--- config.mk ---
export PLATFORM = sky130hd
export DESIGN_NAME = qsi_top
export DESIGN_NICKNAME = d
export VERILOG_FILES = /design/src/core/qsi_pkg.sv /design/src/core/qsi_top.sv /design/src/core/qsi_accum.sv /design/src/core/qsi_report.sv
export SDC_FILE = /design/constraint.sdc
export NUM_CORES = 1
export LEC_CHECK = 0
export BUFFER_PORTS_ARGS = -buffer_cell sky130_fd_sc_hd__buf_2
export CAP_MARGIN = 10
export CORE_ASPECT_RATIO = 0.7
export CORE_MARGIN = 1
export CORE_UTILIZATION = 55
export CTS_CLUSTER_SIZE = 40
export DETAILED_ROUTE_END_ITERATION = 8
export PLACE_DENSITY_LB_ADDON = 0.15
export REMOVE_ABC_BUFFERS = 1
export SLEW_MARGIN = 30
export SYNTH_ARGS = -nofsm -noshare
export SYNTH_HDL_FRONTEND = slang
export SYNTH_SLANG_ARGS = --single-unit
--- constraint.sdc ---
create_clock -name pclk -period 4.35 [get_ports pclk]
set_clock_uncertainty 0.1 [all_clocks]
set_input_delay 0 -clock pclk [delete_from_list [all_inputs] [get_ports pclk]]
set_output_delay 0 -clock pclk [all_outputs]
set_load 0.05 [all_outputs]
--- src/core/qsi_pkg.sv ---
// Package with constants and types for the shortcut and interrupt-enable block.
// Overview of operation
// - Report-ready with link bit triggers full read-clear.
// - Sample-ready with link bit triggers stop.
// - Report-ready with link bit triggers motion read-clear.
// - Report-ready with link bit triggers stop.
// - Double-ready with link bit triggers double read-clear.
// - Double-ready with link bit triggers stop.
// - Writing one enables sample-ready interrupt.
// - Writing one enables report-ready interrupt.
// - Writing one enables overflow interrupt.
// - Writing one enables double-ready interrupt.
// - Writing one enables stopped interrupt.
// - Report-ready needs full period and nonzero motion.
// - Double-ready needs full period and nonzero doubles.
// - Stopped event once decoder halted after stop.
// - Full task snapshots both accumulators, then zeroes.
// - Motion task snapshots motion accumulator, then zeroes.
// - Double task snapshots double accumulator, then zeroes.
package qsi_pkg;

  // Register byte offsets.
  localparam logic [11:0] QSI_OFS_TASK_STOP   = 12'h004;
  localparam logic [11:0] QSI_OFS_TASK_FULL   = 12'h008;
  localparam logic [11:0] QSI_OFS_TASK_MOTION = 12'h00C;
  localparam logic [11:0] QSI_OFS_TASK_DOUBLE = 12'h010;
  localparam logic [11:0] QSI_OFS_EV_SAMPLE   = 12'h100;
  localparam logic [11:0] QSI_OFS_EV_REPORT   = 12'h104;
  localparam logic [11:0] QSI_OFS_EV_OVF      = 12'h108;
  localparam logic [11:0] QSI_OFS_EV_DOUBLE   = 12'h10C;
  localparam logic [11:0] QSI_OFS_EV_STOPPED  = 12'h110;
  localparam logic [11:0] QSI_OFS_SHORTCUTS   = 12'h200;
  localparam logic [11:0] QSI_OFS_INTEN_SET   = 12'h304;
  localparam logic [11:0] QSI_OFS_PERIOD      = 12'h510;
  localparam logic [11:0] QSI_OFS_MOTION      = 12'h514;
  localparam logic [11:0] QSI_OFS_MOTION_SNAP = 12'h518;
  localparam logic [11:0] QSI_OFS_DOUBLE      = 12'h544;
  localparam logic [11:0] QSI_OFS_DOUBLE_SNAP = 12'h548;

  // Shortcut bit positions.
  localparam int QSI_LNK_REPORT_FULL   = 0;
  localparam int QSI_LNK_SAMPLE_STOP   = 1;
  localparam int QSI_LNK_REPORT_MOTION = 2;
  localparam int QSI_LNK_REPORT_STOP   = 3;
  localparam int QSI_LNK_DOUBLE_DOUBLE = 4;
  localparam int QSI_LNK_DOUBLE_STOP   = 5;
  localparam int QSI_LNK_SAMPLE_FULL   = 6;

  // Event positions, shared by flags and interrupt enables.
  localparam int QSI_EV_SAMPLE  = 0;
  localparam int QSI_EV_REPORT  = 1;
  localparam int QSI_EV_OVF     = 2;
  localparam int QSI_EV_DOUBLE  = 3;
  localparam int QSI_EV_STOPPED = 4;

  // Field widths and reset values.
  localparam int QSI_MOTION_W = 11;
  localparam int QSI_DOUBLE_W = 4;
  localparam int QSI_PERIOD_W = 4;
  localparam logic [6:0] QSI_SHORTCUT_RESET = 7'h00;
  localparam logic [4:0] QSI_INTEN_RESET    = 5'h00;
  localparam logic [4:0] QSI_FLAG_RESET     = 5'h00;
  localparam logic [3:0] QSI_PERIOD_RESET   = 4'h0;
  localparam logic [3:0] QSI_COUNT_RESET    = 4'h0;

  // APB request and answer.
  typedef struct packed {
    logic        psel;
    logic        penable;
    logic        pwrite;
    logic [11:0] paddr;
    logic [31:0] pwdata;
  } qsi_apb_req_type;

  typedef struct packed {
    logic [31:0] prdata;
    logic        pready;
    logic        pslverr;
  } qsi_apb_rsp_type;

  // Inputs from the sampling datapath, all on pclk.
  typedef struct packed {
    logic              sample_ready;
    logic signed [1:0] sample_value;
    logic              double_seen;
    logic              decoder_halted;
  } qsi_dp_type;

  typedef enum logic {QSI_RUNNING, QSI_HALT_WAIT} qsi_stop_state_type;

  typedef struct packed {
    logic signed [QSI_MOTION_W-1:0] motion;
    logic [QSI_DOUBLE_W-1:0]        double_cnt;
    logic signed [QSI_MOTION_W-1:0] motion_snap;
    logic [QSI_DOUBLE_W-1:0]        double_snap;
    logic                           overflow;
  } qsi_accum_state_type;

  typedef struct packed {
    logic [QSI_PERIOD_W-1:0] count;
    logic                    done;
  } qsi_report_state_type;

  typedef struct packed {
    qsi_apb_rsp_type    rsp;
    logic [6:0]         shortcuts;
    logic [4:0]         inten;
    logic [3:0]         period;
    logic [4:0]         flags;
    logic               stop_task;
    logic [4:0]         irq;
    qsi_stop_state_type stop_state;
  } qsi_top_state_type;

endpackage

--- src/core/qsi_top.sv ---
// Shortcut routing, event flags and interrupt enables behind an APB slave.
//
// Design decision made here: the APB slave port.
`timescale 1ns/1ps
module qsi_top (
  input  wire logic                      pclk,
  input  wire logic                      presetn,
  input  wire qsi_pkg::qsi_apb_req_type  apb_req,
  output qsi_pkg::qsi_apb_rsp_type       apb_rsp,
  input  wire qsi_pkg::qsi_dp_type       dp,
  output logic                           stop_task,
  output logic [4:0]                     irq_request
);
  import qsi_pkg::*;

  qsi_top_state_type s;       // Registered state.
  qsi_top_state_type next_s;  // Next state.

  // Accumulator views.
  logic signed [QSI_MOTION_W-1:0] motion_acc;   // Live motion count.
  logic [QSI_DOUBLE_W-1:0]        double_acc;   // Live double count.
  logic signed [QSI_MOTION_W-1:0] motion_snap;  // Motion snapshot.
  logic [QSI_DOUBLE_W-1:0]        double_snap;  // Double snapshot.
  logic                           ovf_ev;       // Overflow pulse.
  logic                           period_done;  // End of a report period.

  // Events of this cycle.
  logic sample_ev;   // A new sample arrived.
  logic report_ev;   // Non-null report ready.
  logic double_ev;   // Doubles seen in the period.
  logic stopped_ev;  // The decoder has halted.

  // Task strobes, from software or from shortcuts.
  logic full_clear;    // Snapshot and clear both.
  logic motion_clear;  // Snapshot and clear motion.
  logic double_clear;  // Snapshot and clear doubles.
  logic stop_req;      // Stop the decoder.

  // Bus decode.
  logic bus_access;  // Access phase under way.
  logic bus_wr;      // Write completes this edge.
  logic wr_one;      // Bit 0 of the write data.

  // Read data for an offset; unmapped offsets return zero.
  function automatic logic [31:0] read_word(input logic [11:0] a, input qsi_top_state_type st,
                                            input logic signed [QSI_MOTION_W-1:0] m,
                                            input logic [QSI_DOUBLE_W-1:0] d,
                                            input logic signed [QSI_MOTION_W-1:0] ms,
                                            input logic [QSI_DOUBLE_W-1:0] ds);
    logic [31:0] w;
    w = 32'h00000000;
    if (a == QSI_OFS_EV_SAMPLE) begin
      w[0] = st.flags[QSI_EV_SAMPLE];
    end else if (a == QSI_OFS_EV_REPORT) begin
      w[0] = st.flags[QSI_EV_REPORT];
    end else if (a == QSI_OFS_EV_OVF) begin
      w[0] = st.flags[QSI_EV_OVF];
    end else if (a == QSI_OFS_EV_DOUBLE) begin
      w[0] = st.flags[QSI_EV_DOUBLE];
    end else if (a == QSI_OFS_EV_STOPPED) begin
      w[0] = st.flags[QSI_EV_STOPPED];
    end else if (a == QSI_OFS_SHORTCUTS) begin
      w[6:0] = st.shortcuts;
    end else if (a == QSI_OFS_INTEN_SET) begin
      w[4:0] = st.inten;
    end else if (a == QSI_OFS_PERIOD) begin
      w[3:0] = st.period;
    end else if (a == QSI_OFS_MOTION) begin
      w = 32'(m);  // Sign extended.
    end else if (a == QSI_OFS_MOTION_SNAP) begin
      w = 32'(ms);
    end else if (a == QSI_OFS_DOUBLE) begin
      w[3:0] = d;
    end else if (a == QSI_OFS_DOUBLE_SNAP) begin
      w[3:0] = ds;
    end
    return w;
  endfunction

  // True when the offset names any register, write-only tasks included.
  function automatic logic is_mapped(input logic [11:0] a);
    return (a == QSI_OFS_TASK_STOP) || (a == QSI_OFS_TASK_FULL) ||
           (a == QSI_OFS_TASK_MOTION) || (a == QSI_OFS_TASK_DOUBLE) ||
           (a == QSI_OFS_EV_SAMPLE) || (a == QSI_OFS_EV_REPORT) ||
           (a == QSI_OFS_EV_OVF) || (a == QSI_OFS_EV_DOUBLE) ||
           (a == QSI_OFS_EV_STOPPED) || (a == QSI_OFS_SHORTCUTS) ||
           (a == QSI_OFS_INTEN_SET) || (a == QSI_OFS_PERIOD) ||
           (a == QSI_OFS_MOTION) || (a == QSI_OFS_MOTION_SNAP) ||
           (a == QSI_OFS_DOUBLE) || (a == QSI_OFS_DOUBLE_SNAP);
  endfunction

  // Accumulators; they see the merged clear strobes in the same cycle.
  qsi_accum u_accum (
    .pclk         (pclk),
    .presetn      (presetn),
    .dp           (dp),
    .motion_clear (motion_clear),
    .double_clear (double_clear),
    .motion_acc   (motion_acc),
    .double_acc   (double_acc),
    .motion_snap  (motion_snap),
    .double_snap  (double_snap),
    .overflow     (ovf_ev)
  );

  // Report period counter.
  qsi_report u_report (
    .pclk         (pclk),
    .presetn      (presetn),
    .sample_ready (dp.sample_ready),
    .period       (s.period),
    .period_done  (period_done)
  );

  // Event sources. The period pulse lags the last sample by one edge, so
  // the accumulators already hold that sample when they are tested.
  always_comb begin
    sample_ev = dp.sample_ready;
    report_ev = period_done && (motion_acc != '0);
    double_ev = period_done && (double_acc != '0);
  end

  // Bus decode. A write acts only at the edge where pready is seen high.
  always_comb begin
    bus_access = apb_req.psel && apb_req.penable;
    bus_wr     = bus_access && s.rsp.pready && apb_req.pwrite;
    wr_one     = apb_req.pwdata[0];
  end

  // Shortcut routing. Software tasks and shortcut hits share one strobe,
  // so a task asked twice in a cycle still runs once.
  always_comb begin
    full_clear = (bus_wr && apb_req.paddr == QSI_OFS_TASK_FULL && wr_one) ||
                 (report_ev && s.shortcuts[QSI_LNK_REPORT_FULL]) ||
                 (sample_ev && s.shortcuts[QSI_LNK_SAMPLE_FULL]);
    motion_clear = full_clear ||
                   (bus_wr && apb_req.paddr == QSI_OFS_TASK_MOTION && wr_one) ||
                   (report_ev && s.shortcuts[QSI_LNK_REPORT_MOTION]);
    double_clear = full_clear ||
                   (bus_wr && apb_req.paddr == QSI_OFS_TASK_DOUBLE && wr_one) ||
                   (double_ev && s.shortcuts[QSI_LNK_DOUBLE_DOUBLE]);
    stop_req = (bus_wr && apb_req.paddr == QSI_OFS_TASK_STOP && wr_one) ||
               (sample_ev && s.shortcuts[QSI_LNK_SAMPLE_STOP]) ||
               (report_ev && s.shortcuts[QSI_LNK_REPORT_STOP]) ||
               (double_ev && s.shortcuts[QSI_LNK_DOUBLE_STOP]);
  end

  // Main next-state logic: stop tracking, flags, registers and bus answer.
  always_comb begin
    next_s = s;
    stopped_ev = 1'b0;

    // Stop tracking. The halt input is only trusted after a request, so a
    // decoder that was never started does not raise a stopped event.
    case (s.stop_state)
      QSI_RUNNING: begin
        if (stop_req) begin
          next_s.stop_state = QSI_HALT_WAIT;
        end
      end
      QSI_HALT_WAIT: begin
        if (dp.decoder_halted) begin
          stopped_ev = 1'b1;
          next_s.stop_state = QSI_RUNNING;
        end
      end
      default: begin
        next_s.stop_state = QSI_RUNNING;
      end
    endcase
    next_s.stop_task = stop_req;

    // Register writes.
    if (bus_wr) begin
      if (apb_req.paddr == QSI_OFS_SHORTCUTS) begin
        next_s.shortcuts = apb_req.pwdata[6:0];
      end else if (apb_req.paddr == QSI_OFS_INTEN_SET) begin
        // Ones set, zeros leave the enable as it was.
        next_s.inten = s.inten | apb_req.pwdata[4:0];
      end else if (apb_req.paddr == QSI_OFS_PERIOD) begin
        next_s.period = apb_req.pwdata[3:0];
      end else if (apb_req.paddr == QSI_OFS_EV_SAMPLE) begin
        next_s.flags[QSI_EV_SAMPLE] = wr_one;
      end else if (apb_req.paddr == QSI_OFS_EV_REPORT) begin
        next_s.flags[QSI_EV_REPORT] = wr_one;
      end else if (apb_req.paddr == QSI_OFS_EV_OVF) begin
        next_s.flags[QSI_EV_OVF] = wr_one;
      end else if (apb_req.paddr == QSI_OFS_EV_DOUBLE) begin
        next_s.flags[QSI_EV_DOUBLE] = wr_one;
      end else if (apb_req.paddr == QSI_OFS_EV_STOPPED) begin
        next_s.flags[QSI_EV_STOPPED] = wr_one;
      end
    end

    // Hardware sets come last so an event beats a clear in the same cycle.
    if (sample_ev) begin
      next_s.flags[QSI_EV_SAMPLE] = 1'b1;
    end
    if (report_ev) begin
      next_s.flags[QSI_EV_REPORT] = 1'b1;
    end
    if (ovf_ev) begin
      next_s.flags[QSI_EV_OVF] = 1'b1;
    end
    if (double_ev) begin
      next_s.flags[QSI_EV_DOUBLE] = 1'b1;
    end
    if (stopped_ev) begin
      next_s.flags[QSI_EV_STOPPED] = 1'b1;
    end

    // Requests follow the flags as they stand after this edge.
    next_s.irq = next_s.flags & next_s.inten;

    // One wait state: data is loaded on the first access edge and pready
    // drops again right after the completing edge.
    if (bus_access && !s.rsp.pready) begin
      next_s.rsp.pready  = 1'b1;
      next_s.rsp.pslverr = !is_mapped(apb_req.paddr);
      next_s.rsp.prdata  = apb_req.pwrite ? 32'h00000000 :
                           read_word(apb_req.paddr, s, motion_acc, double_acc,
                                     motion_snap, double_snap);
    end else begin
      next_s.rsp.pready  = 1'b0;
      next_s.rsp.pslverr = 1'b0;
    end
  end

  // State register. Every field, shortcuts and enables included, clears.
  always_ff @(posedge pclk or negedge presetn) begin
    if (!presetn) begin
      s.rsp        <= '0;
      s.shortcuts  <= QSI_SHORTCUT_RESET;
      s.inten      <= QSI_INTEN_RESET;
      s.period     <= QSI_PERIOD_RESET;
      s.flags      <= QSI_FLAG_RESET;
      s.stop_task  <= 1'b0;
      s.irq        <= 5'h00;
      s.stop_state <= QSI_RUNNING;
    end else begin
      s <= next_s;
    end
  end

  assign apb_rsp     = s.rsp;
  assign stop_task   = s.stop_task;
  assign irq_request = s.irq;
endmodule // qsi_top

--- src/core/qsi_accum.sv ---
// Motion and double-transition accumulators with their snapshot registers.
`timescale 1ns/1ps
module qsi_accum (
  input  wire logic                                   pclk,
  input  wire logic                                   presetn,
  input  wire qsi_pkg::qsi_dp_type                    dp,
  input  wire logic                                   motion_clear,
  input  wire logic                                   double_clear,
  output logic signed [qsi_pkg::QSI_MOTION_W-1:0]     motion_acc,
  output logic [qsi_pkg::QSI_DOUBLE_W-1:0]            double_acc,
  output logic signed [qsi_pkg::QSI_MOTION_W-1:0]     motion_snap,
  output logic [qsi_pkg::QSI_DOUBLE_W-1:0]            double_snap,
  output logic                                        overflow
);
  import qsi_pkg::*;

  qsi_accum_state_type s;       // Registered state.
  qsi_accum_state_type next_s;  // Next state.
  logic signed [QSI_MOTION_W:0] sum;  // One bit wider to see overflow.

  // A clear copies then zeroes in one edge, so no sample can slip between.
  always_comb begin
    next_s = s;
    next_s.overflow = 1'b0;
    if (motion_clear) begin
      next_s.motion_snap = s.motion;
      next_s.motion = '0;
    end
    if (double_clear) begin
      next_s.double_snap = s.double_cnt;
      next_s.double_cnt = '0;
    end
    // A sample in the clearing cycle lands in the freshly zeroed counter.
    sum = {next_s.motion[QSI_MOTION_W-1], next_s.motion} + (QSI_MOTION_W+1)'(dp.sample_value);
    if (dp.sample_ready) begin
      if (sum[QSI_MOTION_W] != sum[QSI_MOTION_W-1]) begin
        next_s.overflow = 1'b1;  // Overflow: hold the value.
      end else begin
        next_s.motion = sum[QSI_MOTION_W-1:0];
      end
      if (dp.double_seen) begin
        if (&next_s.double_cnt) begin
          next_s.overflow = 1'b1;
        end else begin
          next_s.double_cnt = next_s.double_cnt + 1'b1;
        end
      end
    end
  end

  // State register.
  always_ff @(posedge pclk or negedge presetn) begin
    if (!presetn) begin
      s <= '0;
    end else begin
      s <= next_s;
    end
  end

  assign motion_acc  = s.motion;
  assign double_acc  = s.double_cnt;
  assign motion_snap = s.motion_snap;
  assign double_snap = s.double_snap;
  assign overflow    = s.overflow;
endmodule // qsi_accum

--- src/core/qsi_report.sv ---
// Sample counter that marks the end of each report period.
`timescale 1ns/1ps
module qsi_report (
  input  wire logic                              pclk,
  input  wire logic                              presetn,
  input  wire logic                              sample_ready,
  input  wire logic [qsi_pkg::QSI_PERIOD_W-1:0]  period,
  output logic                                   period_done
);
  import qsi_pkg::*;

  qsi_report_state_type s;       // Registered state.
  qsi_report_state_type next_s;  // Next state.

  // A period lasts period+1 samples; done pulses one cycle after the last.
  always_comb begin
    next_s = s;
    next_s.done = 1'b0;
    if (sample_ready) begin
      if (s.count >= period) begin
        next_s.count = QSI_COUNT_RESET;
        next_s.done = 1'b1;
      end else begin
        next_s.count = s.count + 1'b1;
      end
    end
  end

  // State register.
  always_ff @(posedge pclk or negedge presetn) begin
    if (!presetn) begin
      s <= '0;
    end else begin
      s <= next_s;
    end
  end

  assign period_done = s.done;

endmodule // qsi_report

Yosys cells after proc, flatten, opt, wreduce, memory -nomap -nowiden
Index checks and enable logic that the tools add are counted. W data, S select, Z words.

Output and inout bits: 40. Logic and storage cells: 165. Bits of input ports: 54. Register bits: 98.

Reductions and logical operators: 52. Bitwise logic cells: 5. Multiplexer cells: 70. Add/sub/neg operators: 3. Equal/unequal tests: 17. $lt $le $gt $ge: 1.

Operators by type and width (count): $mux W32 (11); $mux W31 (5); $eq A12 B11 Y1 const B (5); $eq A12 B9 Y1 const B (5); $mux W28 (2); $mux W4 (10); $mux W14 (2); $mux W27 (1); $mux W1 (26); $mux W25 (1); $eq A12 B10 Y1 const B (2); $eq A12 B4 Y1 const B (2); $logic_or A1 B1 Y1 (24); $mux W11 (2); $logic_and A1 B1 Y1 (21); $mux W15 (1); $mux W5 (3); $add A11 B2 Y12 (1); $eq A12 B3 Y1 const B (1); $eq A12 B5 Y1 const B (1); $reduce_bool A11 Y1 (1); $mux W9 (1); $add A4 B1 Y4 const B (2); $reduce_and A4 Y1 (2); 12 further kinds (16).

Depth between registers and ports, before layout
Gate-level depths: netlist (run 1).

Word-level depth: 23. Depth in mapped cells: 15. Mapped depth without buffers: 13.

Modules after synthesis
Synthesis (run 1) repeated with hierarchy kept, for this count alone.

Cell total of the unflattened synthesis: 475. Area, all modules: 4917.2 µm².

Modules (own cells, without submodules): qsi_top (cells each 272, area each 2663.8 µm², instances 1, sequential area each 1026.0 µm²); qsi_accum (cells each 169, area each 1923.1 µm², instances 1, sequential area each 775.7 µm²); qsi_report (cells each 34, area each 330.3 µm², instances 1, sequential area each 125.1 µm²).

Worst setup path after synthesis (run 1)
No wires, ideal clock.

Kind: register to register. Start point: register u_accum.s, in the netlist u_accum.motion_acc[3]. End point: register u_accum.s, in the netlist u_accum.motion_acc[1]. Required time: 4.125 ns. Slack: 0.355 ns. Library setup time: 0.125 ns. Period minus slack after synthesis: 3.995 ns. Cell stages (with the launch flop): 15. Path buffers: 2. Data arrival time: 3.770 ns. Path through: dfrtp_1 > nor4_1 > nand3_1 > a32o_1 > a211oi_1 > clkbuf_1 > and2_1 > ha_1 > and2_1 > a221o_2 > a31o_2 > o21a_1 > o311a_2 > buf_6 > mux2_4.

RTL lines: from (decl) (line qsi_accum.sv:17) `qsi_accum_state_type s;`; from (signal assigned) (line qsi_accum.sv:56) `s <= next_s;`.

==> run summary, run 1 <==
RUN
-------------------------------------------------------------------------------------------------
Max Cap Violations .................................................................            0

FINAL LAYOUT
-------------------------------------------------------------------------------------------------
Post-Route Utilization .............................................................        65.4%
Finished Cell Area .................................................................     5520 µm²
Nets ...............................................................................          592
Share of final-layout standard cells stronger than drive strength 1 ................        28.2%
Final antenna diode count ..........................................................            0
Area added between synthesis and finish ............................................        15.9%
Storage element area ...............................................................     1930 µm²
Area of combinational cells with multiple inputs ...................................     2440 µm²
Number of filler cells placed in the layout ........................................          679

PLACEMENT
-------------------------------------------------------------------------------------------------
Count of port buffers added during placement .......................................           68
Total half-perimeter wirelength after legalization and detailed placement ..........      8460 µm
Routability congestion estimate from global placement ..............................        0.919
Placed instance area ...............................................................     5000 µm²

YOSYS
-------------------------------------------------------------------------------------------------
Register area share after synthesis ................................................        40.4%
Syn Area/Cell ......................................................................     10.1 µm²
Synth area leader .................................................................. sky130_fd_sc_hd__dfrtp_1
Post-synthesis instance area .......................................................     4770 µm²
Total of flip-flops plus latches after synthesis ...................................           77
Synth warnings .....................................................................            0
Post-synth top area share ..........................................................        40.4%
Share of flip-flops with an asynchronous set or reset after synthesis ..............         100%
Number of distinct library cell variants in the gate-level netlist after synthesis .           65
Most frequently used flop master after synthesis ................................... sky130_fd_sc_hd__dfrtp_1
Top cells by area, synth ........................................................... sky130_fd_sc_hd__dfrtp_1 40%, sky130_fd_sc_hd__mux2_2 6.6%, sky130_fd_sc_hd__buf_4 6.1%, sky130_fd_sc_hd__ha_1 4.5%, sky130_fd_sc_hd__and2_1 3.3%
Top cells by count, synth .......................................................... 77 x sky130_fd_sc_hd__dfrtp_1, 39 x sky130_fd_sc_hd__buf_4, 28 x sky130_fd_sc_hd__mux2_2
Post-synth EDFFs ...................................................................            0
Post-Syn Instances .................................................................          470
Cell with the most instances after synthesis ....................................... sky130_fd_sc_hd__dfrtp_1

DRT
-------------------------------------------------------------------------------------------------
Residual DRC count .................................................................            0
Drt via density ....................................................................         5.87
Via count of the routed design .....................................................        3,785
Initial DRT Pass Iterations ........................................................            5
Final antenna-violating net count ..................................................            0
Initial DRC Count ..................................................................          179
Aggregate routed wire length .......................................................    11,400 µm
WL per Instance ....................................................................      17.6 µm

GLOBAL ROUTING
-------------------------------------------------------------------------------------------------
Total global routing track utilization .............................................        27.6%
Vias in the first global route .....................................................        3,690
Antenna violations before repair ...................................................            0
Wire length of the first global-routing pass .......................................    18,700 µm
Largest net degree at the start of global routing ..................................           78
Sum of overflow across all layers after global routing .............................            0

SETUP PATH
-------------------------------------------------------------------------------------------------
CP max stage cell .................................................................. sky130_fd_sc_hd__dfrtp_1
Type of element launching the critical path ........................................         flop
Data required, critical path .......................................................      4.47 ns
Crit path arrival time .............................................................      4.24 ns
Maximum net fanout on the critical path ............................................           15
Biggest cell delay along the critical path .........................................      0.42 ns
Critical-path cell list ............................................................ nor3_1 -> nand3_1 -> a32o_1 -> a211oi_2 -> buf_4 -> and2_1 -> ha_1 -> a211oi_1 -> o21ai_0 -> a221oi_1 -> or3_1 -> o311a_4 -> mux2_2
Crit path capture type .............................................................         flop
Type of the worst setup path ....................................................... flop to flop

PWR
-------------------------------------------------------------------------------------------------
Cell leakage power .................................................................      2.62 nW
Worst-case vdd ir drop .............................................................   0.000274 V
Cell Pwr Density ...................................................................   490 nW/µm²
Clk network pwr share ..............................................................        32.8%
P_int ..............................................................................      1.89 mW
Share of total power in sequential cells ...........................................        33.0%
Switching power summed over all nets ...............................................       811 µW
Switching fraction of total power ..................................................        30.0%
Combinational power share ..........................................................        34.2%

CLOCK NETWORK
-------------------------------------------------------------------------------------------------
Number of buffers between clock root and the deepest sink ..........................            2
Total setup buffers inserted after CTS .............................................            0
Insertion delay to the later sink of the worst-skew pair ...........................      0.34 ns
Clk slew on worst S/H paths ........................................................      0.06 ns
TritonCTS clock tree ...............................................................        built
H-Tree Depth .......................................................................            3
Number of clock buffers inserted by TritonCTS ......................................            9
Root buffer selected by CTS ........................................................ sky130_fd_sc_hd__clkbuf_16
Sink Count .........................................................................           77

TIMING
-------------------------------------------------------------------------------------------------
Portion of the clock cycle consumed by the worst path in the final layout ..........        94.6%
Upper clock frequency limit ........................................................      243 MHz
Number of failing hold endpoints at the final stage ................................            0
Max-slew violation count ...........................................................            0
Crit path time final ...............................................................      4.12 ns
Slew at the pin closest to its max-slew limit ......................................     0.863 ns
Worst slew margin relative to its limit ............................................        41.6%
Final Setup Violations .............................................................            0

OUTCOME
-------------------------------------------------------------------------------------------------
Outcome ............................................................................ complete, no violations

FLOORPLAN
-------------------------------------------------------------------------------------------------
Placeable Area .....................................................................     8440 µm²
Die Outline Area ...................................................................     9050 µm²
Top-level port count ...............................................................           94
Die Height .........................................................................      79.9 µm
Width of the die ...................................................................       113 µm
Initial cell density of the core ...................................................        56.5%
Rows ...............................................................................           28

HOLD PATH
-------------------------------------------------------------------------------------------------
Class of the worst hold path ....................................................... input pin to flop

cells by family after synthesis:
logic type      Yosys count  synth area share [%]
simple gates            133                  15.6
compound gates          121                  18.1
flops                    77                  40.4
buf+inv                  70                  8.87
mux                      42                  10.5
fa+ha+maj                18                  4.88
xor+xnor                  9                  1.65
repair_timing:
action,4_1_cts,5_1_grt
setup endpoints to repair,0,10
hold buffers,14,0
gates resized for setup,0,1
endpoints found under the hold margin,108,0
path summary, 6_finish.rpt:
kind / cells after the start / slack [ns] / from / end
worst min-delay path: 4 / 0.06 / apb_req[46] / s[7]
worst max register to register: 13 / 0.23 / u_accum.motion_acc[7] / u_accum.motion_acc[0]
max in group asynchronous: 2 / 3.51 / presetn / u_accum.motion_snap[0]
worst min register to register: 2 / 0.38 / apb_rsp[3] / apb_rsp[3]
min in group asynchronous: 2 / 0.16 / presetn / s[11]
worst max-delay path: 13 / 0.23 / u_accum.motion_acc[7] / u_accum.motion_acc[0]
metrics by stage:
step	instances	power [mW]	setup TNS (ns)	setup slack [ns]	hold slack, ns
after detailed placement	615	1.80	0	0.196	0.117
after floorplan	413	1.54	-65.20	-2.95	-0.396
after global placement	615	1.77	0	0.247	0.105
after global routing	645	2.87	-0.00118	-0.00118	0.0951
final	645	2.70	0	0.233	0.0647
after CTS	645	2.71	0	0.171	0.0443
cell usage in the layout, fill, tap and decap left out, drive strengths merged, types with 7 or more instances in the layout:
| cell | instances |
|---|---|
| a21oi | 18 |
| nor2 | 18 |
| buf | 82 |
| mux2 | 37 |
| o21ai | 21 |
| a21o | 11 |
| o22ai | 8 |
| inv | 13 |
| nand2 | 25 |
| clkbuf | 13 |
| and2 | 25 |
| a22oi | 11 |
| xnor2 | 7 |
| nand3 | 10 |
| a22o | 12 |
| dfrtp | 77 |
| a211oi | 7 |
| dlygate4sd3 | 14 |
| nor3 | 15 |
| ha | 17 |
layer usage:
layer  GRT usage [%]  vias to the layer above  share of wire (%)  wire (µm)
li1                -                     1811                  -          -
met1            39.1                     1838                 50       5640
met2            41.8                      123                 43       4870
met3            6.99                       13                6.3        717
met4            8.16                        0                1.3        145
met5               0                        -                  0          0
sequential cells by signal (all words and copies together), names as in the netlist, 4 cells and up:
| register | flops |
|---|---|
| apb_rsp | 13 |
| irq_request | 5 |
| s | 22 |
| u_accum.double_acc | 4 |
| u_accum.double_snap | 4 |
| u_accum.motion_acc | 11 |
| u_accum.motion_snap | 11 |
| u_report.s | 4 |
critical path, delay by kind of cell, from the launching register on:
family                   cells  cell delay (ns)
multiplexers                 1             0.37
AND/OR/NAND/NOR              4             0.88
flip-flops                   1             0.42
AO/OA/AOI/OAI                6             1.77
adder cells (fa/ha/maj)      1             0.25
buffers and inverters        1             0.23
final cells by class:
cell class / count / share of cell area [%]
inverters: 13 / 0.884
multi-input cells: 323 / 44.3
repair buffers: 96 / 10.7
well taps: 120 / 2.72
clock inverters: 3 / 1.63
flip-flops and latches: 77 / 34.9
clock buffers: 13 / 4.89
power by group through the flow:
stage / Clock, mW / Combinational (mW) / Sequential (mW)
2_1_floorplan: 0 / 0.668 / 0.872
3_3_place_gp: 0 / 0.871 / 0.900
3_5_place_dp: 0 / 0.898 / 0.905
4_1_cts: 0.903 / 0.915 / 0.893
5_1_grt: 0.933 / 1.03 / 0.905
6_report: 0.886 / 0.926 / 0.893
(Power assumes the default switching activity.)
==> run 2: changes to the inputs <==
--- a/config.mk
+++ b/config.mk
@@ -9,10 +9,12 @@
 export CAP_MARGIN = 10
 export CORE_ASPECT_RATIO = 0.7
 export CORE_MARGIN = 1
-export CORE_UTILIZATION = 55
+export CORE_UTILIZATION = 35
+export CTS_BUF_LIST = sky130_fd_sc_hd__clkbuf_16
 export CTS_CLUSTER_SIZE = 40
 export DETAILED_ROUTE_END_ITERATION = 8
 export PLACE_DENSITY_LB_ADDON = 0.15
+export RECOVER_POWER = 50
 export REMOVE_ABC_BUFFERS = 1
 export SLEW_MARGIN = 30
 export SYNTH_ARGS = -nofsm -noshare
==> run summary, run 2 (same netlist as run 1, synthesis figures left out) <==
FINAL LAYOUT
----------------------------------------------------------------------------------------
Flip-flop count of the largest register after layout ......................           22   unchanged
Commonest non-fill, non-tap cell in the layout ............................ sky130_fd_sc_hd__dfrtp_1   unchanged
Finished Cell Area ........................................................     5460 µm²   was 5520 µm²
Number of filler cells placed in the layout ...............................        1,351   was 679
Final cell count without fillers ..........................................          710   was 645
Most frequent cells in the layout ......................................... 77 x sky130_fd_sc_hd__dfrtp_1, 49 x sky130_fd_sc_hd__buf_2, 28 x sky130_fd_sc_hd__mux2_2   was 77 x sky130_fd_sc_hd__dfrtp_1, 67 x sky130_fd_sc_hd__buf_2, 28 x sky130_fd_sc_hd__mux2_2
Nets ......................................................................          594   was 592
Register with the highest flop count ......................................            s   unchanged
Final antenna diode count .................................................            0   unchanged
Share of final-layout standard cells stronger than drive strength 1 .......        24.2%   was 28.2%
Area added between synthesis and finish ...................................        14.6%   was 15.9%

CLOCK NETWORK
----------------------------------------------------------------------------------------
Number of buffers between clock root and the deepest sink .................            2   unchanged
Clk slew on worst S/H paths ...............................................      0.06 ns   about the same
TritonCTS clock tree ......................................................        built   unchanged
Sink Count ................................................................           77   unchanged
Insertion delay to the later sink of the worst-skew pair ..................      0.34 ns   about the same
Number of clock buffers inserted by TritonCTS .............................            9   unchanged
H-Tree Depth ..............................................................            3   unchanged
Root buffer selected by CTS ............................................... sky130_fd_sc_hd__clkbuf_16   unchanged
Total setup buffers inserted after CTS ....................................            0   unchanged

PLACEMENT
----------------------------------------------------------------------------------------
Routability congestion estimate from global placement .....................        0.909   was 0.919
Count of port buffers added during placement ..............................           68   unchanged
Worst-case setup slack after placement ....................................     0.208 ns   was 0.196 ns
Placed instance area ......................................................     5110 µm²   was 5000 µm²
Total half-perimeter wirelength after legalization and detailed placement .      9260 µm   was 8460 µm
# placed instances ........................................................          683   was 615

SETUP PATH
----------------------------------------------------------------------------------------
Buffers plus inverters on the worst setup path ............................            1   unchanged
Data required, critical path ..............................................      4.47 ns   about the same
Crit path arrival time ....................................................      4.18 ns   was 4.24 ns
Path length in cells of the critical path .................................           13   unchanged
CP max stage cell ......................................................... sky130_fd_sc_hd__dfrtp_1   unchanged
Critical-path cell list ................................................... nor3_1 -> nand3_1 -> a32o_1 -> a211oi_2 -> buf_4 -> and2_1 -> ha_1 -> a211oi_1 -> o21ai_1 -> a221oi_1 -> or3_1 -> o311a_4 -> mux2_2   was nor3_1 -> nand3_1 -> a32o_1 -> a211oi_2 -> buf_4 -> and2_1 -> ha_1 -> a211oi_1 -> o21ai_0 -> a221oi_1 -> or3_1 -> o311a_4 -> mux2_2
Type of the worst setup path .............................................. flop to flop   unchanged
Biggest cell delay along the critical path ................................      0.42 ns   about the same
Crit path capture type ....................................................         flop   unchanged
Maximum net fanout on the critical path ...................................           15   unchanged
Depth of the worst register-to-register path ..............................           13   unchanged
Family with the most delay on the worst path .............................. compound AO/OA/AOI/OAI gates   unchanged
Type of element launching the critical path ...............................         flop   unchanged

DRT
----------------------------------------------------------------------------------------
Final antenna-violating net count .........................................            0   unchanged
Initial DRC Count .........................................................          308   was 179
Drt via density ...........................................................         5.33   was 5.87
Residual DRC count ........................................................            0   unchanged
Routed met1 length ........................................................      6690 µm   was 5640 µm
Total length of routed met3 wires .........................................       654 µm   was 717 µm
Aggregate routed wire length ..............................................    12,400 µm   was 11,400 µm
Initial DRT Pass Iterations ...............................................            4   was 5
Top sig layer .............................................................         met4   unchanged
Met2 WL post-DR ...........................................................      4960 µm   was 4870 µm
Via count of the routed design ............................................        3,783   was 3,785
WL per Instance ...........................................................      17.5 µm   was 17.6 µm

GLOBAL ROUTING
----------------------------------------------------------------------------------------
Antenna violations before repair ..........................................            0   unchanged
Largest net degree at the start of global routing .........................           78   unchanged
Total global routing track utilization ....................................        18.4%   was 27.6%
Vias in the first global route ............................................        3,665   was 3,690
Sum of overflow across all layers after global routing ....................            0   unchanged
Wire length of the first global-routing pass ..............................    19,700 µm   was 18,700 µm

TIMING
----------------------------------------------------------------------------------------
Hold_ws ...................................................................    0.0687 ns   was 0.0647 ns
Crit path time final ......................................................      4.05 ns   was 4.12 ns
Final Setup Violations ....................................................            0   unchanged
Max-slew violation count ..................................................           78   was 0
Worst slew margin relative to its limit ...................................       -28.8%   was 41.6%
PnR worst setup slack .....................................................     0.297 ns   was 0.233 ns
Setup repair after global routing missed its margin .......................        false
Slew at the pin closest to its max-slew limit .............................      1.93 ns   was 0.863 ns
Number of failing hold endpoints at the final stage .......................            0   unchanged
Portion of the clock cycle consumed by the worst path in the final layout .        93.2%   was 94.6%
Upper clock frequency limit ...............................................      247 MHz   was 243 MHz

FLOORPLAN
----------------------------------------------------------------------------------------
Die Height ................................................................      99.6 µm   was 79.9 µm
Top-level port count ......................................................           94   unchanged
Die Outline Area ..........................................................   14,100 µm²   was 9050 µm²
Placeable Area ............................................................   13,200 µm²   was 8440 µm²
Width of the die ..........................................................       141 µm   was 113 µm
Rows ......................................................................           35   was 28
Initial cell density of the core ..........................................        36.0%   was 56.5%

HOLD PATH
----------------------------------------------------------------------------------------
Class of the worst hold path .............................................. input pin to flop   unchanged
Number of stages on the worst hold path ...................................            4   unchanged

PWR
----------------------------------------------------------------------------------------
Cell leakage power ........................................................      2.50 nW   was 2.62 nW
Worst-case vdd ir drop ....................................................   0.000179 V   was 0.000274 V
Cell Pwr Density ..........................................................   453 nW/µm²   was 490 nW/µm²

OUTCOME
----------------------------------------------------------------------------------------
Violations in the final reports ........................................... max-capacitance violations, max-slew violations
Outcome ................................................................... finished with violations   was complete, no violations

RUN
----------------------------------------------------------------------------------------
Max Cap Violations ........................................................            1   was 0

==> run 2: cell type report <==
class	instances	area [µm²]	share of cell area [%]
sequential	77	1930	35.3
clock inverter	5	21.3	0.389
inverter	13	48.8	0.893
clock buffer	9	225	4.12
multi-input combinational	323	2440	44.6
tap	185	231	4.24
timing repair buffer	98	572	10.5
==> run 2: layer usage <==
layer / vias up / global-route usage [%]
met5: - / 0
met4: 0 / 3.72
met3: 9 / 4.00
met2: 131 / 26.1
met1: 1832 / 28.2
li1: 1811 / -
==> run 2: repair_timing <==
action                                  CTS  global route
endpoints found under the hold margin   104             0
gates resized for setup                   0             2
hold buffers                             13             0
endpoints found under the setup margin    0            10
==> run 2: worst paths after layout <==
kind | start | end | slack, ns
worst max-delay path | u_accum.motion_acc[7] | u_accum.motion_acc[0] | 0.30
worst min-delay path | apb_req[46] | s[8] | 0.07
worst max register to register | u_accum.motion_acc[7] | u_accum.motion_acc[0] | 0.30
worst min register to register | apb_rsp[11] | apb_rsp[11] | 0.38
max in group asynchronous | presetn | u_report.s[4] | 2.34
min in group asynchronous | presetn | apb_rsp[1] | 0.66
==> run 2: report_power, final <==
part | leakage (nW) | internal, mW | switching, mW
Sequential | 1.01 | 0.799 | 0.0955
Combinational | 1.36 | 0.489 | 0.444
Clock | 0.127 | 0.371 | 0.277
Total | 2.50 | 1.66 | 0.817
==> run 2: worst min-delay path, cell delays in order <==
cell	delay, ns
sky130_fd_sc_hd__buf_2	0.11
sky130_fd_sc_hd__nand4_1	0.12
sky130_fd_sc_hd__nor3_1	0.07
sky130_fd_sc_hd__a21oi_1	0.15
==> run 2: metrics by stage <==
stage | total power, mW | TNS, ns | util, %
global route | 2.64 | 0 | 41.3
detailed placement | 1.82 | 0 | 38.6
global placement | 1.80 | 0 | 38.6
floorplan | 1.54 | -65.20 | -
CTS | 2.49 | 0 | 41.5
finish | 2.48 | 0 | 41.3
